## config.mk

```make
export PLATFORM = sky130hd
export DESIGN_NAME = fic_bank
export DESIGN_NICKNAME = d
export VERILOG_FILES = /design/src/common/fic_pkg.sv /design/src/common/fic_route_if.sv /design/src/hdl/fic_irq_pin.sv /design/src/hdl/fic_wm_cmp.sv /design/src/hdl/fic_bank.sv
export VERILOG_INCLUDE_DIRS = /design/src /design/src/common
export SDC_FILE = /design/constraint.sdc
export NUM_CORES = 1
export LEC_CHECK = 0
export BUFFER_PORTS_ARGS = -buffer_cell sky130_fd_sc_hd__buf_2
export CORE_ASPECT_RATIO = 2
export CORE_MARGIN = 4
export CORE_UTILIZATION = 40
export CTS_CLUSTER_DIAMETER = 150
export CTS_CLUSTER_SIZE = 10
export DETAILED_ROUTE_END_ITERATION = 8
export PLACE_DENSITY = 0.65
export SLEW_MARGIN = 20
export SYNTH_ARGS = -nofsm -noshare
export SYNTH_HDL_FRONTEND = slang
export SYNTH_SLANG_ARGS = --single-unit
export TNS_END_PERCENT = 20
```

## constraint.sdc

```tcl
create_clock -name clock_i -period 1.8 [get_ports clock_i]
set_input_delay 0 -clock clock_i [delete_from_list [all_inputs] [get_ports clock_i]]
set_output_delay 0 -clock clock_i [all_outputs]
set_load 0.01 [all_outputs]
```

## src/common/fic_regs.svh

```systemverilog
// Register offsets, field positions, reset values and source bit positions
`ifndef FIC_REGS_SVH
`define FIC_REGS_SVH
`define FIC_ADDR_W 8
`define FIC_OFF_QCTRL 8'h28
`define FIC_OFF_QWM 8'h29
`define FIC_OFF_ROUTE1 8'h2a
`define FIC_OFF_ROUTE2 8'h2b
`define FIC_OFF_FILT 8'h2c
`define FIC_OFF_STATUS 8'h0b
`define FIC_OFF_QCOUNT 8'h0c
`define FIC_OFF_IRQ_STAT 8'h30
`define FIC_OFF_IRQ_MASK 8'h31
`define FIC_RST_QCTRL 8'h00
`define FIC_RST_QWM 8'h80
`define FIC_RST_ROUTE 8'h00
`define FIC_RST_FILT 8'h13
`define FIC_QCTRL_MODE_LSB 0
`define FIC_QCTRL_TEMP 2
`define FIC_QCTRL_WM_MSB 3
`define FIC_ROUTE_POL 7
`define FIC_FILT_RANGE_LSB 6
`define FIC_FILT_NARROW 4
`define FIC_FILT_EXT 3
`define FIC_FILT_RATE_LSB 0
`define FIC_SRC_AWAKE 6
`define FIC_SRC_STILL 5
`define FIC_SRC_MOTION 4
`define FIC_SRC_OVERRUN 3
`define FIC_SRC_WATERMARK 2
`define FIC_SRC_QREADY 1
`define FIC_SRC_DREADY 0
`endif

```

## src/common/fic_pkg.sv

```systemverilog
// Types shared by the configuration bank
package fic_pkg;
	typedef enum logic [1:0] {
		FIC_Q_OFF,
		FIC_Q_OLDEST,
		FIC_Q_STREAM,
		FIC_Q_TRIGGER
	} fic_qmode_e;
	typedef enum logic [1:0] {
		FIC_RANGE_2G,
		FIC_RANGE_4G,
		FIC_RANGE_8G
	} fic_range_e;
	typedef enum logic [2:0] {
		FIC_RATE_12P5,
		FIC_RATE_25,
		FIC_RATE_50,
		FIC_RATE_100,
		FIC_RATE_200,
		FIC_RATE_400
	} fic_rate_e;
	typedef logic [6:0] fic_src_t;
endpackage

```

## src/common/fic_route_if.sv

```systemverilog
// Routing configuration and sources to one pin driver
interface fic_route_if;
	logic [7:0] route;
	fic_pkg::fic_src_t src;
	modport bank (output route, output src);
	modport pin (input route, input src);
endinterface

```

## src/hdl/fic_irq_pin.sv

```systemverilog
// One interrupt pin: OR of routed sources, polarity, tristate when unrouted
`include "fic_regs.svh"
module fic_irq_pin (
	// Clock and reset
	input wire logic clock_i,
	input wire logic rstn_i,
	// Configuration
	fic_route_if.pin cfg,
	input wire logic force_off_i,
	// Pin
	output logic pin_o,
	output logic pin_oe_o
);
	logic any;
	assign any = |(cfg.route[6:0] & cfg.src);
	always_ff @(posedge clock_i or negedge rstn_i) begin
		if (!rstn_i) begin
			pin_o <= 1'b0;
			pin_oe_o <= 1'b0;
		end else begin
			pin_o <= any ^ cfg.route[`FIC_ROUTE_POL];
			pin_oe_o <= (|cfg.route[6:0]) && !force_off_i;
		end
	end
	property p_pin_level;
		@(posedge clock_i) disable iff (!rstn_i)
		1'b1 |=> pin_o == ($past(any) ^ $past(cfg.route[`FIC_ROUTE_POL]));
	endproperty
	a_pin_level: assert property (p_pin_level) else $error("pin level wrong");
	property p_pin_hiz;
		@(posedge clock_i) disable iff (!rstn_i)
		(cfg.route[6:0] == 7'h00) |=> !pin_oe_o;
	endproperty
	a_pin_hiz: assert property (p_pin_hiz) else $error("unrouted pin driven");
endmodule

```

## src/hdl/fic_wm_cmp.sv

```systemverilog
// Watermark comparator on the stored entry count
module fic_wm_cmp #(
	parameter int CW = 9
) (
	// Clock and reset
	input wire logic clock_i,
	input wire logic rstn_i,
	// Compare
	input wire logic [CW-1:0] count_i,
	input wire logic [CW-1:0] level_i,
	input wire logic enable_i,
	output logic hit_o
);
	if (CW < 2) begin
		$error("count width too small");
	end
	always_ff @(posedge clock_i or negedge rstn_i) begin
		if (!rstn_i) begin
			hit_o <= 1'b0;
		end else begin
			hit_o <= enable_i && (count_i >= level_i);
		end
	end
	property p_wm;
		@(posedge clock_i) disable iff (!rstn_i)
		(enable_i && count_i >= level_i) |=> hit_o;
	endproperty
	a_wm: assert property (p_wm) else $error("watermark missed");
endmodule

```

## src/hdl/fic_bank.sv

```systemverilog
// Queue, interrupt routing and filter configuration bank
// Behaviour
// - Queue policy: 00 off, 01 oldest kept, 10 stream, 11 triggered.
// - Queue control bit 3 is watermark count MSB, count 0..511.
// - Store-temperature bit adds a temperature word per xyz set.
// - Watermark low byte resets to 0x80.
// - Routing bits 6..0 enable each function onto the pin.
// - Routing bit 7 set makes the pin active low.
// - Several routed functions are ORed onto the pin.
// - Pin with nothing routed is not driven.
// - Route bits: awake, stillness, motion, overrun, watermark, qready, dready.
// - Second routing register has same layout, drives second pin.
// - Status register shows every source regardless of routing.
// - Range field 7:6: 00 2g, 01 4g, 1x 8g.
// - Narrow bandwidth bit: 1 quarter rate, 0 half; resets 1.
// - External trigger bit makes second pin a sampling input.
// - Rate codes 000..100 12.5..200 Hz, 101..111 400 Hz; reset 011.
// - Filter register resets to 0x13.
//
// Implementation choice: the strobed register port.
`include "fic_regs.svh"
module fic_bank #(
	parameter int QDEPTH = 512
) (
	// Clock and reset
	input wire logic clock_i,
	input wire logic rstn_i,
	// Register port
	input wire logic [7:0] addr_i,
	input wire logic [7:0] wdata_i,
	input wire logic wr_i,
	input wire logic rd_i,
	output logic [7:0] rdata_o,
	// Sensor core events and state
	input wire logic awake_i,
	input wire logic motion_evt_i,
	input wire logic stillness_evt_i,
	input wire logic loop_mode_i,
	input wire logic overrun_i,
	input wire logic qready_i,
	input wire logic dready_i,
	input wire logic [8:0] qcount_i,
	// Configuration to the core
	output fic_pkg::fic_qmode_e qmode_o,
	output logic store_temp_o,
	output fic_pkg::fic_range_e range_o,
	output logic narrow_filter_select_o,
	output logic external_trigger_enable_o,
	output fic_pkg::fic_rate_e sample_rate_select_o,
	output logic ext_trigger_o,
	// Interrupt pins
	output logic irq_pin_first_o,
	output logic irq_pin_first_oe_o,
	input wire logic irq_pin_second_i,
	output logic irq_pin_second_o,
	output logic irq_pin_second_oe_o,
	// Summary interrupt
	output logic irq_o
);
	if (QDEPTH > 512 || QDEPTH < 2) begin
		$error("queue depth unsupported");
	end

	logic [7:0] queue_control;
	logic [7:0] queue_watermark_low;
	logic [7:0] irq_route_first_pin;
	logic [7:0] irq_route_second_pin;
	logic [7:0] filter_and_rate_control;
	logic [6:0] irq_stat;
	logic [6:0] irq_mask;
	logic motion_detect_flag;
	logic stillness_detect_flag;
	logic wm_hit;
	logic [8:0] wm_level;
	fic_pkg::fic_src_t src;
	logic [6:0] src_prev;
	logic [6:0] src_rise;
	logic status_read;

	fic_route_if r1 ();
	fic_route_if r2 ();

	assign wm_level = {queue_control[`FIC_QCTRL_WM_MSB], queue_watermark_low};
	assign status_read = rd_i && (addr_i == `FIC_OFF_STATUS);

	// Register writes
	always_ff @(posedge clock_i or negedge rstn_i) begin
		if (!rstn_i) begin
			queue_control <= `FIC_RST_QCTRL;
			queue_watermark_low <= `FIC_RST_QWM;
			irq_route_first_pin <= `FIC_RST_ROUTE;
			irq_route_second_pin <= `FIC_RST_ROUTE;
			filter_and_rate_control <= `FIC_RST_FILT;
			irq_mask <= 7'h00;
		end else if (wr_i) begin
			if (addr_i == `FIC_OFF_QCTRL) begin
				queue_control <= {4'h0, wdata_i[3:0]};
			end else if (addr_i == `FIC_OFF_QWM) begin
				queue_watermark_low <= wdata_i;
			end else if (addr_i == `FIC_OFF_ROUTE1) begin
				irq_route_first_pin <= wdata_i;
			end else if (addr_i == `FIC_OFF_ROUTE2) begin
				irq_route_second_pin <= wdata_i;
			end else if (addr_i == `FIC_OFF_FILT) begin
				filter_and_rate_control <= wdata_i;
			end else if (addr_i == `FIC_OFF_IRQ_MASK) begin
				irq_mask <= wdata_i[6:0];
			end
		end
	end

	// Motion and stillness held until status read unless loop mode
	always_ff @(posedge clock_i or negedge rstn_i) begin
		if (!rstn_i) begin
			motion_detect_flag <= 1'b0;
		end else if (motion_evt_i) begin
			motion_detect_flag <= 1'b1;
		end else if (status_read || loop_mode_i) begin
			motion_detect_flag <= 1'b0;
		end
	end
	always_ff @(posedge clock_i or negedge rstn_i) begin
		if (!rstn_i) begin
			stillness_detect_flag <= 1'b0;
		end else if (stillness_evt_i) begin
			stillness_detect_flag <= 1'b1;
		end else if (status_read || loop_mode_i) begin
			stillness_detect_flag <= 1'b0;
		end
	end

	fic_wm_cmp #(.CW(9)) u_wm (
		.clock_i(clock_i),
		.rstn_i(rstn_i),
		.count_i(qcount_i),
		.level_i(wm_level),
		.enable_i(queue_control[1:0] != 2'b00),
		.hit_o(wm_hit)
	);

	// Source vector in routing order
	always_comb begin
		src = '0;
		src[`FIC_SRC_AWAKE] = awake_i;
		src[`FIC_SRC_STILL] = stillness_detect_flag;
		src[`FIC_SRC_MOTION] = motion_detect_flag;
		src[`FIC_SRC_OVERRUN] = overrun_i;
		src[`FIC_SRC_WATERMARK] = wm_hit;
		src[`FIC_SRC_QREADY] = qready_i;
		src[`FIC_SRC_DREADY] = dready_i;
	end

	assign r1.route = irq_route_first_pin;
	assign r1.src = src;
	assign r2.route = irq_route_second_pin;
	assign r2.src = src;

	fic_irq_pin u_pin1 (
		.clock_i(clock_i),
		.rstn_i(rstn_i),
		.cfg(r1),
		.force_off_i(1'b0),
		.pin_o(irq_pin_first_o),
		.pin_oe_o(irq_pin_first_oe_o)
	);
	fic_irq_pin u_pin2 (
		.clock_i(clock_i),
		.rstn_i(rstn_i),
		.cfg(r2),
		.force_off_i(filter_and_rate_control[`FIC_FILT_EXT]),
		.pin_o(irq_pin_second_o),
		.pin_oe_o(irq_pin_second_oe_o)
	);

	// Sticky interrupt status on rising sources
	always_ff @(posedge clock_i or negedge rstn_i) begin
		if (!rstn_i) begin
			src_prev <= 7'h00;
		end else begin
			src_prev <= src;
		end
	end
	assign src_rise = src & ~src_prev;
	always_ff @(posedge clock_i or negedge rstn_i) begin
		if (!rstn_i) begin
			irq_stat <= 7'h00;
		end else if (wr_i && addr_i == `FIC_OFF_IRQ_STAT) begin
			irq_stat <= (irq_stat & ~wdata_i[6:0]) | src_rise;
		end else begin
			irq_stat <= irq_stat | src_rise;
		end
	end
	always_ff @(posedge clock_i or negedge rstn_i) begin
		if (!rstn_i) begin
			irq_o <= 1'b0;
		end else begin
			irq_o <= |(irq_stat & irq_mask);
		end
	end

	// Decoded configuration outputs
	always_ff @(posedge clock_i or negedge rstn_i) begin
		if (!rstn_i) begin
			qmode_o <= fic_pkg::FIC_Q_OFF;
			store_temp_o <= 1'b0;
			range_o <= fic_pkg::FIC_RANGE_2G;
			narrow_filter_select_o <= 1'b1;
			external_trigger_enable_o <= 1'b0;
			sample_rate_select_o <= fic_pkg::FIC_RATE_100;
			ext_trigger_o <= 1'b0;
		end else begin
			qmode_o <= fic_pkg::fic_qmode_e'(queue_control[1:0]);
			store_temp_o <= queue_control[`FIC_QCTRL_TEMP];
			if (filter_and_rate_control[7]) begin
				range_o <= fic_pkg::FIC_RANGE_8G;
			end else if (filter_and_rate_control[6]) begin
				range_o <= fic_pkg::FIC_RANGE_4G;
			end else begin
				range_o <= fic_pkg::FIC_RANGE_2G;
			end
			narrow_filter_select_o <= filter_and_rate_control[`FIC_FILT_NARROW];
			external_trigger_enable_o <= filter_and_rate_control[`FIC_FILT_EXT];
			if (filter_and_rate_control[2:0] > 3'h4) begin
				sample_rate_select_o <= fic_pkg::FIC_RATE_400;
			end else begin
				sample_rate_select_o <= fic_pkg::fic_rate_e'(filter_and_rate_control[2:0]);
			end
			ext_trigger_o <= filter_and_rate_control[`FIC_FILT_EXT] && irq_pin_second_i;
		end
	end

	// Read data one cycle after strobe
	always_ff @(posedge clock_i or negedge rstn_i) begin
		if (!rstn_i) begin
			rdata_o <= 8'h00;
		end else if (rd_i) begin
			if (addr_i == `FIC_OFF_QCTRL) begin
				rdata_o <= queue_control;
			end else if (addr_i == `FIC_OFF_QWM) begin
				rdata_o <= queue_watermark_low;
			end else if (addr_i == `FIC_OFF_ROUTE1) begin
				rdata_o <= irq_route_first_pin;
			end else if (addr_i == `FIC_OFF_ROUTE2) begin
				rdata_o <= irq_route_second_pin;
			end else if (addr_i == `FIC_OFF_FILT) begin
				rdata_o <= filter_and_rate_control;
			end else if (addr_i == `FIC_OFF_STATUS) begin
				rdata_o <= {1'b0, src};
			end else if (addr_i == `FIC_OFF_QCOUNT) begin
				rdata_o <= qcount_i[7:0];
			end else if (addr_i == `FIC_OFF_IRQ_STAT) begin
				rdata_o <= {1'b0, irq_stat};
			end else if (addr_i == `FIC_OFF_IRQ_MASK) begin
				rdata_o <= {1'b0, irq_mask};
			end else begin
				rdata_o <= 8'h00;
			end
		end else begin
			rdata_o <= 8'h00;
		end
	end

	// Checks
	property p_motion_hold;
		@(posedge clock_i) disable iff (!rstn_i)
		(motion_detect_flag && !status_read && !loop_mode_i) |=> motion_detect_flag;
	endproperty
	a_motion_hold: assert property (p_motion_hold) else $error("motion dropped");
	property p_status_rd;
		@(posedge clock_i) disable iff (!rstn_i)
		status_read |=> rdata_o[6:0] == $past(src);
	endproperty
	a_status_rd: assert property (p_status_rd) else $error("status read wrong");
	property p_rate;
		@(posedge clock_i) disable iff (!rstn_i)
		(filter_and_rate_control[2:0] >= 3'h5) |=> sample_rate_select_o == fic_pkg::FIC_RATE_400;
	endproperty
	a_rate: assert property (p_rate) else $error("rate decode wrong");
	property p_range;
		@(posedge clock_i) disable iff (!rstn_i)
		filter_and_rate_control[7] |=> range_o == fic_pkg::FIC_RANGE_8G;
	endproperty
	a_range: assert property (p_range) else $error("range decode wrong");
	property p_ext;
		@(posedge clock_i) disable iff (!rstn_i)
		filter_and_rate_control[`FIC_FILT_EXT] |=> !irq_pin_second_oe_o;
	endproperty
	a_ext: assert property (p_ext) else $error("pin2 driven in trigger mode");
	property p_irq;
		@(posedge clock_i) disable iff (!rstn_i)
		(src_rise[0] && irq_mask[0]) |=> ##1 (irq_o || !$past(irq_mask[0]));
	endproperty
	a_irq: assert property (p_irq) else $error("irq missed");
	property p_qmode;
		@(posedge clock_i) disable iff (!rstn_i)
		1'b1 |=> qmode_o == $past(queue_control[1:0]);
	endproperty
	a_qmode: assert property (p_qmode) else $error("queue mode wrong");
	property p_temp;
		@(posedge clock_i) disable iff (!rstn_i)
		queue_control[2] |=> store_temp_o;
	endproperty
	a_temp: assert property (p_temp) else $error("temperature store wrong");
	property p_still_hold;
		@(posedge clock_i) disable iff (!rstn_i)
		(stillness_detect_flag && !status_read && !loop_mode_i) |=> stillness_detect_flag;
	endproperty
	a_still_hold: assert property (p_still_hold) else $error("stillness dropped");
	property p_narrow;
		@(posedge clock_i) disable iff (!rstn_i)
		1'b1 |=> narrow_filter_select_o == $past(filter_and_rate_control[`FIC_FILT_NARROW]);
	endproperty
	a_narrow: assert property (p_narrow) else $error("bandwidth select wrong");
	property p_range_4g;
		@(posedge clock_i) disable iff (!rstn_i)
		(filter_and_rate_control[7:6] == 2'b01) |=> range_o == fic_pkg::FIC_RANGE_4G;
	endproperty
	a_range_4g: assert property (p_range_4g) else $error("range 4g decode wrong");
	property p_rate_low;
		@(posedge clock_i) disable iff (!rstn_i)
		(filter_and_rate_control[2:0] <= 3'h4) |=>
			sample_rate_select_o == fic_pkg::fic_rate_e'($past(filter_and_rate_control[2:0]));
	endproperty
	a_rate_low: assert property (p_rate_low) else $error("low rate decode wrong");
	property p_ext_trig;
		@(posedge clock_i) disable iff (!rstn_i)
		1'b1 |=> ext_trigger_o ==
			($past(filter_and_rate_control[`FIC_FILT_EXT]) && $past(irq_pin_second_i));
	endproperty
	a_ext_trig: assert property (p_ext_trig) else $error("sampling trigger wrong");
	property p_pin1_off;
		@(posedge clock_i) disable iff (!rstn_i)
		(irq_route_first_pin[6:0] == 7'h00) |=> !irq_pin_first_oe_o;
	endproperty
	a_pin1_off: assert property (p_pin1_off) else $error("unrouted pin1 driven");
	property p_pin2_level;
		@(posedge clock_i) disable iff (!rstn_i)
		(irq_route_second_pin[6:0] != 7'h00 && !filter_and_rate_control[`FIC_FILT_EXT]) |=>
			irq_pin_second_oe_o &&
			irq_pin_second_o == ($past(|(irq_route_second_pin[6:0] & src)) ^
			$past(irq_route_second_pin[`FIC_ROUTE_POL]));
	endproperty
	a_pin2_level: assert property (p_pin2_level) else $error("pin2 level wrong");
	property p_stat_set;
		@(posedge clock_i) disable iff (!rstn_i)
		(src_rise != 7'h00) |=> (irq_stat & $past(src_rise)) == $past(src_rise);
	endproperty
	a_stat_set: assert property (p_stat_set) else $error("interrupt status missed");
endmodule

```

======== Yosys cells after proc, flatten, opt, wreduce, memory -nomap -nowiden ========
Index checks and enable logic that the tools add are counted.
word-level totals
  bits in registers ....................... 84
  output and inout port bits .............. 24
  logic and storage cells ................. 89
operators by class
  magnitude comparators ................... 2
  eq/ne operators ......................... 9
  mux-type cells .......................... 17
  bitwise logic cells ..................... 16
  reductions and logical operators ........ 21
operator list
  cell                                                  count
  two-way mux 8 bit                                     8
  == test 8 x 6 -> 1 bit, second input constant         7
  bitwise AND 7 bit                                     5
  OR reduction 7 bit                                    5
  two-way mux 7 bit                                     3
  == test 8 x 4 -> 1 bit, second input constant         2
  NOT 7 bit                                             2
  OR 7 bit                                              2
  greater-or-equal comparator 9 bit                     1
  AND reduction 7 bit                                   1
  AND reduction 6 bit                                   1
  nonzero test 2 bit                                    3
  logical AND 1 bit                                     5
  NOT 1 bit                                             5
  AND reduction 5 bit                                   1
  two-way mux 1 bit                                     4
  AND reduction 4 bit                                   1
  greater-than comparator 3 bit, second input constant  1
  two-way mux 3 bit                                     1
  AND reduction 3 bit                                   1
  two-way mux 2 bit                                     1
  AND reduction 2 bit                                   1
  bitwise XOR 1 bit                                     2
  zero test 1 bit                                       1
  logical OR 1 bit                                      1

======== Depth between registers and ports, before layout ========
Gate-level depths: netlist of run 1.
  word-level depth ........................ 11
  gate-level depth with buffers ........... 7
  mapped depth without buffers ............ 7

======== By module ========
Synthesis of run 1 repeated with hierarchy kept, for this count alone.
second synthesis, totals
  cells, all modules ...................... 352
  area, all modules ....................... 4,184.0 sq um
by module, submodules not included
  module       instances  cells each  area an instance (sq um)  seq. area each (sq um)
  fic_bank     1          300         3,724.8                   1,985.7
  fic_wm_cmp   1          32          249.0                     25.0
  fic_irq_pin  2          10          105.1                     50.0

======== Least setup slack after synthesis of run 1 ========
Ideal clock, no wire load.
  path kind ............................... register to register
  from .................................... register motion_detect_flag
  to ...................................... register rdata_o[4]
  arrival time ............................ 1.271 ns
  required time ........................... 1.680 ns
  path slack .............................. 0.410 ns
  cell stages (with the launch flop) ...... 5
  cell sequence ........................... dfrtp_1 > or4_1 > a21oi_1 > o22ai_1 > and3_1
on the way
  longest elaborated chain between the ends .. 7
RTL lines
  item                    line             RTL
  from (decl)             fic_bank.sv:71   logic motion_detect_flag;
  from (signal assigned)  fic_bank.sv:115  motion_detect_flag <= 1'b0;
  from (signal assigned)  fic_bank.sv:117  motion_detect_flag <= 1'b1;
  from (signal assigned)  fic_bank.sv:119  motion_detect_flag <= 1'b0;
  two-way mux 8 bit       fic_bank.sv:247  end else if (addr_i == `FIC_OFF_STATUS) begin
  two-way mux 8 bit       fic_bank.sv:245  end else if (addr_i == `FIC_OFF_FILT) begin
  two-way mux 8 bit       fic_bank.sv:243  end else if (addr_i == `FIC_OFF_ROUTE2) begin
  two-way mux 8 bit       fic_bank.sv:241  end else if (addr_i == `FIC_OFF_ROUTE1) begin
  two-way mux 8 bit       fic_bank.sv:239  end else if (addr_i == `FIC_OFF_QWM) begin
  two-way mux 8 bit       fic_bank.sv:237  if (addr_i == `FIC_OFF_QCTRL) begin
  two-way mux 8 bit       fic_bank.sv:236  end else if (rd_i) begin
  to (signal assigned)    fic_bank.sv:238  rdata_o <= queue_control;
  to (signal assigned)    fic_bank.sv:240  rdata_o <= queue_watermark_low;
  to (signal assigned)    fic_bank.sv:242  rdata_o <= irq_route_first_pin;
  to (decl)               fic_bank.sv:33   output logic [7:0] rdata_o,
No other way between the ends.
A chain may end at the register's enable or synchronous reset.

======== Worst setup path in the final report of run 1 ========
  from .................................... register queue_watermark_low[4]
  to ...................................... register u_wm.hit_o
on the way
  longest elaborated chain between the ends .. 2
RTL lines
  item                               line              RTL
  from (decl)                        fic_bank.sv:65    logic [7:0] queue_watermark_low;
  from (signal assigned)             fic_bank.sv:90    queue_watermark_low <= `FIC_RST_QWM;
  from (signal assigned)             fic_bank.sv:99    queue_watermark_low <= wdata_i;
  greater-or-equal comparator 9 bit  fic_wm_cmp.sv:21  hit_o <= enable_i && (count_i >= level_i);
  logical AND 1 bit                  fic_wm_cmp.sv:21
  to (signal assigned)               fic_wm_cmp.sv:21
  to (decl)                          fic_wm_cmp.sv:12  output logic hit_o
No other way between the ends.

==> metrics.txt, run 1 <==
DIE AREA 0.0119 mm^2; Fmax achieved 626 MHz; global-route wire length before repair 18900 um; Area after DPL 0.00462 mm^2; Slew @ Worst Pin 0.471 ns; EDFF count, synth 0; Startpoint Class flop; PD cells 893 mW/mm^2; Initial Util 0.413; required time of the critical path 1.99 ns; clock sinks 84; DRC errors left 0; most frequent cell after synthesis dfrtp_1; sequential-to-total area share from yosys stat 0.520; die height 151 um; Routed Antenna Nets 0; die span in x 79.3 um; Pwr Total 4.50 mW; core footprint 0.00983 mm^2; post-CTS sizing 0; CTS tree yes; Synth Instances 335; Pleak 2.45 nW; crit path kind reg2reg; slew margin rel. 0.686; worst hold path class in2reg; #FFs+latches synth 84; Critical Path Sink Type flop; RR Startpoint queue_watermark_low[4]$_DFFE_PN0P_; Final #Nets 467; # IOs 61; maximum VDD drop 0.482 mV; ys flop type dfrtp_1; vias in the first global route 3324; Async SR Flop Fraction 1.00; critical-path maximum fanout 3; Placed Cells incl. Taps 532; top cell type by total area after synthesis dfrtp_1; RePlAce Congestion 0.906; worst clock skew 0.00923 ns; R2R depth 7; # setup viols final 0; Post-Syn Area per Cell 12.1 um^2; post-route setup TNS 0 ns; WL per Instance 22.0 um; fin area 0.00503 mm^2; grt total ovfl 0; antenna cells 0; fin crit share 0.888; largest net degree at the start of global routing 51; area delta synth->final 23.9%; CTS buffer count 9; First-pass DRT Iterations 5; WHS Path Cells 3; clock-pin transition on the worst setup and hold timing paths 0.06 ns; post-synth top area share 0.474; Clk Latency, worst-skew pair 0.34 ns; Iter 0 DRT Violations 189; Yosys cell types 58; Root Buffer clkbuf_16; Area contributors post-synth dfrtp_1 (47%), mux2_2 (13%), dfstp_2 (4.5%); final cell count without fillers 558; Mapped Area 0.00406 mm^2; outcome complete, no violations; GRT Overall Usage 0.218; worst hold slack 0.00810 ns; max-slew violations 0; min cycle time layout 1.60 ns; origin of the worst setup path queue_watermark_low[4]$_DFFE_PN0P_; Port Buffers 60; # H-tree levels 3; initial antenna violation count 0; hold violation count in the final report 0; hpwl dp 9450 um; total wire length 12300 um; synth cell count leaders dfrtp_1 (77), mux2_2 (47), a21oi_1 (23); share of cells above drive strength 1 0.380; max cap viols 0; unrepaired setup endpoints after global routing no; num rows 51; Max Buffers Root-to-Sink 2; CP arrival 1.79 ns; via count 3134; vias per cell 5.62; Mapped Nets 381; Yosys Warn Count 0; hold path start loop_mode_i
-- per-stage QoR --
step,utilization,worst slack (ns)
floorplan,-,0.410
global placement,0.470,0.122
detailed placement,0.470,0.0912
CTS,0.512,0.209
global route,0.512,0.134
finish,0.512,0.202
-- flip-flops by register name, summed over array words and instances, names as in the netlist, 2 cells and up --
register / count
irq_route_second_pin: 8
src_prev: 7
filter_and_rate_control: 8
sample_rate_select_o: 3
irq_route_first_pin: 8
rdata_o: 8
irq_mask: 7
queue_watermark_low: 8
qmode_o: 2
range_o: 2
queue_control: 4
irq_stat: 7
-- cells in the final DEF (no fill, tap or decap), types with 3 or more instances in the layout --
master / n
dfrtp_1: 77
buf_2: 59
mux2_2: 47
a21oi_1: 23
inv_1: 19
buf_4: 16
nand2_1: 14
mux2i_1: 12
nor2_1: 11
dlygate4sd3_1: 10
a22oi_1: 9
ha_1: 9
clkbuf_16: 9
nand3_1: 7
a22o_1: 7
dfstp_2: 7
o22ai_1: 6
o21ai_0: 5
a211oi_1: 5
a222oi_1: 4
nor4_1: 4
a21o_1: 4
nor3_1: 3
nor2b_1: 3
or4_1: 3
o211ai_1: 3
a31oi_1: 3
-- critical path: stages (launching register included) --
cell and delay (ns):
dfrtp_1 0.37, inv_1 0.06, ha_1 0.29, a21o_1 0.16
a211oi_1 0.21, o21ai_0 0.12, o211ai_1 0.11, a21oi_1 0.14
-- logic make-up (layout without fill, tap and decap cells) --
kind of cell / count (synthesis) / count (layout) / synth area share
and+or+nand+nor: 67 / 67 / 0.110
buffers and inverters: 31 / 122 / 0.0327
adders and majority gates: 9 / 9 / 0.0277
AOI/OAI and AO/OA: 82 / 82 / 0.140
muxes: 60 / 60 / 0.165
DFF: 84 / 84 / 0.520
xor gates and xnor gates: 2 / 2 / 0.00431
-- final timing paths --
kind,to,slack [ns]
setup / recovery,u_wm.hit_o$_DFF_PN0_,0.20
min in group asynchronous,qmode_o[1]$_DFF_PN0_,0.17
hold reg to reg,narrow_filter_select_o$_DFF_PN1_,0.40
hold / removal,stillness_detect_flag$_DFFE_PN0P_,0.008
setup reg to reg,u_wm.hit_o$_DFF_PN0_,0.20
max in group asynchronous,irq_stat[3]$_DFF_PN0_,0.99
-- layer usage --
metal,GRT usage,share of wire,vias up
met3,0.0275,0.034,26
met5,0,0,-
li1,-,-,1428
met4,0.122,0.042,0
met2,0.401,0.55,106
met1,0.234,0.37,1574
-- timing repair --
item / 4_1_cts / 5_1_grt
setup buffers: 0 / 0
hold buffers: 10 / 0
endpoints found under the hold margin: 46 / 0
setup endpoints to repair: 0 / 0
-- where the power goes --
part / internal (mW) / switching (mW) / leakage (nW)
clock network: 1.15 / 0.724 / 0.152
registers: 2.00 / 0.0773 / 1.08
logic: 0.231 / 0.309 / 1.23
-- layout make-up --
| type | instances | area, um^2 |
|---|---|---|
| Tap cell | 132 | 165 |
| Inverter | 19 | 71.3 |
| Clock inverter | 5 | 60.1 |
| Multi-Input combinational cell | 220 | 1820 |
| Fill cell | 927 | 4790 |
| Clock buffer | 11 | 253 |
| Sequential cell | 84 | 2110 |
| Timing Repair Buffer | 87 | 556 |
Power figures use the tool's default switching activity.
==> inputs of run 2 (changes only) <==
--- a/config.mk
+++ b/config.mk
@@ -10,6 +10,7 @@
 export CORE_ASPECT_RATIO = 2
 export CORE_MARGIN = 4
 export CORE_UTILIZATION = 40
+export CTS_BUF_LIST = sky130_fd_sc_hd__clkbuf_4 sky130_fd_sc_hd__clkbuf_8
 export CTS_CLUSTER_DIAMETER = 150
 export CTS_CLUSTER_SIZE = 10
 export DETAILED_ROUTE_END_ITERATION = 8
==> constraint.sdc (replaced) <==
create_clock -name clock_i -period 1.7 [get_ports clock_i]
set_input_delay 0 -clock clock_i [delete_from_list [all_inputs] [get_ports clock_i]]
set_output_delay 0 -clock clock_i [all_outputs]
set_load 0.01 [all_outputs]
==> run 2 against run 1 <==
Fmax increased by 3.3%. Combinational power up 7.2%. Critical path type unchanged. Setup slack worse by 0.049 ns. Die area stayed put. Clock power decreased by 34%. First-iteration DRC count increased by 22%. Sequential share of layout area up 0.80 points. Routed wire length shrank 3.7%. Largest power group unchanged.
==> metrics.txt, run 2 (synthesis gave the netlist of run 1 again) <==
min cycle time layout 1.55 ns (was 1.60 ns); # setup viols final 0 (unchanged); Int Power 2.93 mW (was 3.39 mW); fin util 0.503 (was 0.512); CTS tree yes (unchanged); DIE AREA 0.0119 mm^2 (unchanged); First-pass DRT Iterations 4 (was 5); Clk Latency, worst-skew pair 0.36 ns (was 0.34 ns); unrepaired setup endpoints after global routing no (unchanged); via count 3128 (was 3134); combinational power share 0.144 (was 0.120); Pleak 2.42 nW (was 2.45 nW); Routed Antenna Nets 0 (unchanged); hold path start wdata_i[4] (was loop_mode_i); share of cells above drive strength 1 0.381 (was 0.380); PD cells 813 mW/mm^2 (was 893 mW/mm^2); DRC errors left 0 (unchanged); max-slew violations 0 (unchanged); met1 global-route usage 0.222 (was 0.234); clock sinks 84 (unchanged); RePlAce Congestion 0.989 (was 0.906); hpwl dp 9230 um (was 9450 um); total wire length 11800 um (was 12300 um); die span in x 79.3 um (unchanged); Root Buffer clkbuf_8 (was clkbuf_16); Clock Power Share 0.310 (was 0.417); slew margin rel. 0.677 (was 0.686); origin of the worst setup path queue_watermark_low[4]$_DFFE_PN0P_ (unchanged); Max Buffers Root-to-Sink 2 (unchanged); FILL cells 951 (was 927); Final #Nets 473 (was 467); commonest non-fill, non-tap cells in the layout dfrtp_1 (77), buf_2 (59), mux2_2 (47), a21oi_1 (23) (was dfrtp_1 (77), buf_2 (59), mux2_2 (47), a21oi_1 (23), inv_1 (19)); Initial Util 0.413 (unchanged); met3 usage 0.0359 (was 0.0275); # H-tree levels 3 (unchanged); most common cell after layout, fill and taps aside dfrtp_1 (unchanged); WL per Instance 21.0 um (was 22.0 um); Port Buffers 60 (unchanged); die height 151 um (unchanged); max cap viols 0 (unchanged); clock-pin transition on the worst setup and hold timing paths 0.08 ns (was 0.06 ns); hold violation count in the final report 0 (unchanged); required time of the critical path 1.94 ns (was 1.99 ns); GRT busiest layer met2 (unchanged); Fmax achieved 647 MHz (was 626 MHz); Iter 0 DRT Violations 231 (was 189); RR Startpoint queue_watermark_low[4]$_DFFE_PN0P_ (unchanged); worst clock skew 0.0112 ns (was 0.00923 ns); largest net degree at the start of global routing 49 (was 51); # IOs 61 (unchanged); critical-path maximum fanout 3 (unchanged); global-route wire length before repair 18000 um (was 18900 um); num rows 51 (unchanged); Slew @ Worst Pin 0.484 ns (was 0.471 ns); worst hold path class in2reg (unchanged); area delta synth->final 21.6% (was 23.9%); vias in the first global route 3204 (was 3324); maximum VDD drop 0.439 mV (was 0.482 mV); CP arrival 1.79 ns (about the same); sw power 1.09 mW (was 1.11 mW); CTS buffer count 9 (unchanged); Sw Ratio 0.272 (was 0.247); antenna cells 0 (unchanged); initial antenna violation count 0 (unchanged); grt met2 use 0.374 (was 0.401); vias per cell 5.56 (was 5.62); crit path kind reg2reg (unchanged); final cell count without fillers 563 (was 558); outcome complete, no violations (unchanged); post-route setup TNS 0 ns (unchanged); Reg power frac 0.546 (was 0.463); core footprint 0.00983 mm^2 (unchanged); post-CTS sizing 0 (unchanged); Critical Path Sink Type flop (unchanged); grt total ovfl 0 (unchanged); Startpoint Class flop (unchanged); fin crit share 0.910 (was 0.888); Placed Cells incl. Taps 535 (was 532); GRT Overall Usage 0.208 (was 0.218)
[run 2: cell types whose count changed in the layout (fill, tap and decap cells not counted)]
cell,change
clkbuf_8,+8
buf_4,+3
bufinv_16,-1
clkbuf_16,-9
dlygate4sd3_1,+3
clkinv_2,+3
clkinvlp_4,-1
clkinv_4,-1
[run 2: area by class of cell]
| type | instances | area (um^2) | share of cell area |
|---|---|---|---|
| tap | 132 | 165 | 0.0334 |
| inverter | 19 | 71.3 | 0.0144 |
| clock buffer | 10 | 138 | 0.0279 |
| multi-input combinational | 220 | 1820 | 0.368 |
| timing repair buffer | 93 | 608 | 0.123 |
| clock inverter | 5 | 28.8 | 0.00583 |
| sequential | 84 | 2110 | 0.427 |
[run 2: power groups by stage]
stage	combinational [mW]	sequential, mW	clock [mW]
2_1_floorplan	0.250	2.23	0
3_3_place_gp	0.555	2.23	0
3_5_place_dp	0.561	2.23	0
4_1_cts	0.586	2.19	1.28
5_1_grt	0.631	2.21	1.37
6_report	0.579	2.19	1.25
[run 2: critical path, cell delays in order (launching register included)]
cell,delay (ns)
dfrtp_1,0.40
inv_1,0.06
ha_1,0.29
a21o_1,0.16
a211oi_1,0.21
o21ai_0,0.12
o211ai_1,0.11
a21oi_1,0.08
[run 2: final timing paths]
| kind | endpoint | slack [ns] | cells past startpoint |
|---|---|---|---|
| max reg2reg | u_wm.hit_o$_DFF_PN0_ | 0.15 | 7 |
| max in group asynchronous | queue_watermark_low[7]$_DFFE_PN1P_ | 0.92 | 3 |
| min in group asynchronous | qmode_o[0]$_DFF_PN0_ | 0.14 | 2 |
| max | u_wm.hit_o$_DFF_PN0_ | 0.15 | 7 |
| min reg2reg | narrow_filter_select_o$_DFF_PN1_ | 0.38 | 0 |
| min | irq_stat[4]$_DFF_PN0_ | 0.03 | 3 |
[run 2: per-layer routing]
layer / vias to the layer above / part of all wire
li1: 1442 / -
met1: 1533 / 0.37
met2: 114 / 0.54
met3: 39 / 0.039
met4: 0 / 0.055
met5: - / 0
[run 2: through the flow]
step / cell area (um^2) / worst slack [ns] / hold WS (ns) / power, mW
after global routing: 4940 / 0.0280 / 0.0348 / 4.21
after detailed placement: 4640 / 0.00142 / -0.000967 / 2.79
after floorplan: 4060 / 0.310 / -0.296 / 2.48
after global placement: 4640 / 0.0365 / -0.0128 / 2.79
after CTS: 4930 / 0.149 / 0.00444 / 4.06
final: 4940 / 0.153 / 0.0327 / 4.02
[run 2: repair_timing]
action,in CTS,in global routing
hold buffers,12,1
endpoints found under the hold margin,54,2
setup buffers,0,0
==> inputs of run 3 (changes only) <==
--- a/config.mk
+++ b/config.mk
@@ -8,7 +8,7 @@
 export LEC_CHECK = 0
 export BUFFER_PORTS_ARGS = -buffer_cell sky130_fd_sc_hd__buf_2
 export CORE_ASPECT_RATIO = 2
-export CORE_MARGIN = 4
+export CORE_MARGIN = 2
 export CORE_UTILIZATION = 40
 export CTS_BUF_LIST = sky130_fd_sc_hd__clkbuf_4 sky130_fd_sc_hd__clkbuf_8
 export CTS_CLUSTER_DIAMETER = 150
==> run 3 against run 2 <==
Final cell count grew 0.36%. Critical endpoint unchanged. Hold slack got worse by 0.029 ns. Sequential cell count unchanged. Largest power group unchanged. Non-clock buffer count shrank 2. Largest cell class unchanged. Critical path depth unchanged. Via count is 0.16% lower.
==> metrics.txt, run 3 (synthesis gave the netlist of run 1 again) <==
outcome complete, no violations (unchanged); crit path to u_wm.hit_o$_DFF_PN0_ (unchanged); grt total ovfl 0 (unchanged); Setup Buffers After CTS 0 (unchanged); total wire length 11700 um (was 11800 um); Initial Util 0.405 (was 0.413); max-slew violations 0 (unchanged); PD cells 899 mW/mm^2 (was 813 mW/mm^2); Hold Buf Count CTS 13 (was 12); maximum VDD drop 0.583 mV (was 0.439 mV); Clk Latency, worst-skew pair 0.36 ns (about the same); unrepaired setup endpoints after global routing no (unchanged); GRT Overall Usage 0.225 (was 0.208); Max Buffers Root-to-Sink 2 (unchanged); clock sinks 84 (unchanged); fin util 0.500 (was 0.503); RePlAce Congestion 0.946 (was 0.989); fin crit share 0.908 (was 0.910); Pleak 2.44 nW (was 2.42 nW); Final #Nets 471 (was 473); # IOs 61 (unchanged); R2R depth 7 (unchanged); # setup viols final 0 (unchanged); post-CTS sizing 0 (unchanged); CP arrival 1.79 ns (about the same); # H-tree levels 3 (unchanged); commonest non-fill, non-tap cells in the layout dfrtp_1 (77), buf_2 (59), mux2_2 (47), a21oi_1 (23), inv_1 (19) (was dfrtp_1 (77), buf_2 (59), mux2_2 (47), a21oi_1 (23)); RR Startpoint queue_watermark_low[4]$_DFFE_PN0P_ (unchanged); max cap viols 0 (unchanged); FILL cells 942 (was 951); initial antenna violation count 0 (unchanged); global-route wire length before repair 17800 um (was 18000 um); DIE AREA 0.0110 mm^2 (was 0.0119 mm^2); Reg power frac 0.489 (was 0.546); Fmax achieved 648 MHz (was 647 MHz); Port Buffers 60 (unchanged); worst hold path class in2reg (unchanged); FF-to-FF End u_wm.hit_o$_DFF_PN0_ (unchanged); origin of the worst setup path queue_watermark_low[4]$_DFFE_PN0P_ (unchanged); critical-path maximum fanout 3 (unchanged); die height 147 um (was 151 um); crit path kind reg2reg (unchanged); num rows 52 (was 51); CTS buffer count 9 (unchanged); min cycle time layout 1.54 ns (was 1.55 ns); slew margin rel. 0.635 (was 0.677); post-route setup TNS 0 ns (unchanged); Routed Antenna Nets 0 (unchanged); worst clock skew 0.00754 ns (was 0.0112 ns); WL per Instance 20.6 um (was 21.0 um); First-pass DRT Iterations 5 (was 4); sw power 1.13 mW (was 1.09 mW); vias per cell 5.53 (was 5.56); setup slack, reg-to-reg 0.16 ns (was 0.15 ns); Startpoint Class flop (unchanged); DRC errors left 0 (unchanged); Slew @ Worst Pin 0.547 ns (was 0.484 ns); die span in x 75.3 um (was 79.3 um); area delta synth->final 23.2% (was 21.6%); combinational power share 0.127 (was 0.144); clock-pin transition on the worst setup and hold timing paths 0.09 ns (was 0.08 ns); required time of the critical path 1.94 ns (about the same); CTS tree yes (unchanged); vias in the first global route 3225 (was 3204); most common cell after layout, fill and taps aside dfrtp_1 (unchanged); Int Power 3.36 mW (was 2.93 mW); share of cells above drive strength 1 0.379 (was 0.381); Iter 0 DRT Violations 354 (was 231); Clock Power Share 0.384 (was 0.310); largest net degree at the start of global routing 44 (was 49); via count 3123 (was 3128); core footprint 0.0100 mm^2 (was 0.00983 mm^2); Critical Path Sink Type flop (unchanged); Sw Ratio 0.252 (was 0.272); antenna cells 0 (unchanged); hold violation count in the final report 0 (unchanged); Root Buffer clkbuf_8 (unchanged); hpwl dp 8890 um (was 9230 um)
run 3: worst min-delay path by stage:
| stage | from | to | slack, ns | depth (start not counted) |
|---|---|---|---|---|
| 2_1_floorplan | rstn_i | ext_trigger_o$_DFF_PN0_ | -0.30 | 0 |
| 3_3_place_gp | rstn_i | qmode_o[0]$_DFF_PN0_ | 0.009 | 1 |
| 3_5_place_dp | rstn_i | qmode_o[1]$_DFF_PN0_ | 0.02 | 1 |
| 4_1_cts | wdata_i[3] | irq_stat[3]$_DFF_PN0_ | 0.003 | 3 |
| 5_1_grt | wdata_i[3] | irq_stat[3]$_DFF_PN0_ | 0.003 | 3 |
| 6_report | wdata_i[3] | irq_stat[3]$_DFF_PN0_ | 0.004 | 3 |
run 3: per-stage QoR:
step	setup WS [ns]	cell area, um^2	hold slack (ns)	power (mW)	cells
6_report	0.156	5000	0.00381	4.50	565
5_1_grt	0.0651	5000	0.00311	4.68	565
4_1_cts	0.159	5000	0.00335	4.53	565
3_5_place_dp	0.0226	4630	0.0225	2.79	536
3_3_place_gp	0.0520	4630	0.00949	2.78	536
2_1_floorplan	0.310	4060	-0.296	2.48	335
run 3: layout make-up:
class | count | area (um^2) | share of cell area
Inverter | 19 | 71.3 | 0.0142
Clock inverter | 6 | 111 | 0.0223
Clock buffer | 10 | 131 | 0.0263
Sequential cell | 84 | 2110 | 0.422
Timing Repair Buffer | 91 | 593 | 0.119
Multi-Input combinational cell | 220 | 1820 | 0.363
Tap cell | 135 | 169 | 0.0338
run 3: power by group through the flow:
stage / logic, mW / registers, mW / clock network [mW]
after CTS: 0.577 / 2.20 / 1.75
after detailed placement: 0.551 / 2.24 / 0
after global placement: 0.543 / 2.23 / 0
after global routing: 0.621 / 2.21 / 1.84
final: 0.570 / 2.20 / 1.73
after floorplan: 0.250 / 2.23 / 0
run 3: worst max-delay path, cell delays in order, from the launching register on:
cell and delay, ns:
dfrtp_1 0.40, inv_1 0.06, ha_1 0.29, a21o_1 0.16
a211oi_1 0.21, o21ai_0 0.11, o211ai_1 0.12, a21oi_1 0.09
run 3: per-layer routing:
layer | vias up | routed length [um] | track usage
li1 | 1432 | - | -
met1 | 1550 | 4360 | 0.257
met2 | 111 | 6280 | 0.381
met3 | 30 | 471 | 0.0380
met4 | 0 | 540 | 0.125
met5 | - | 0 | 0
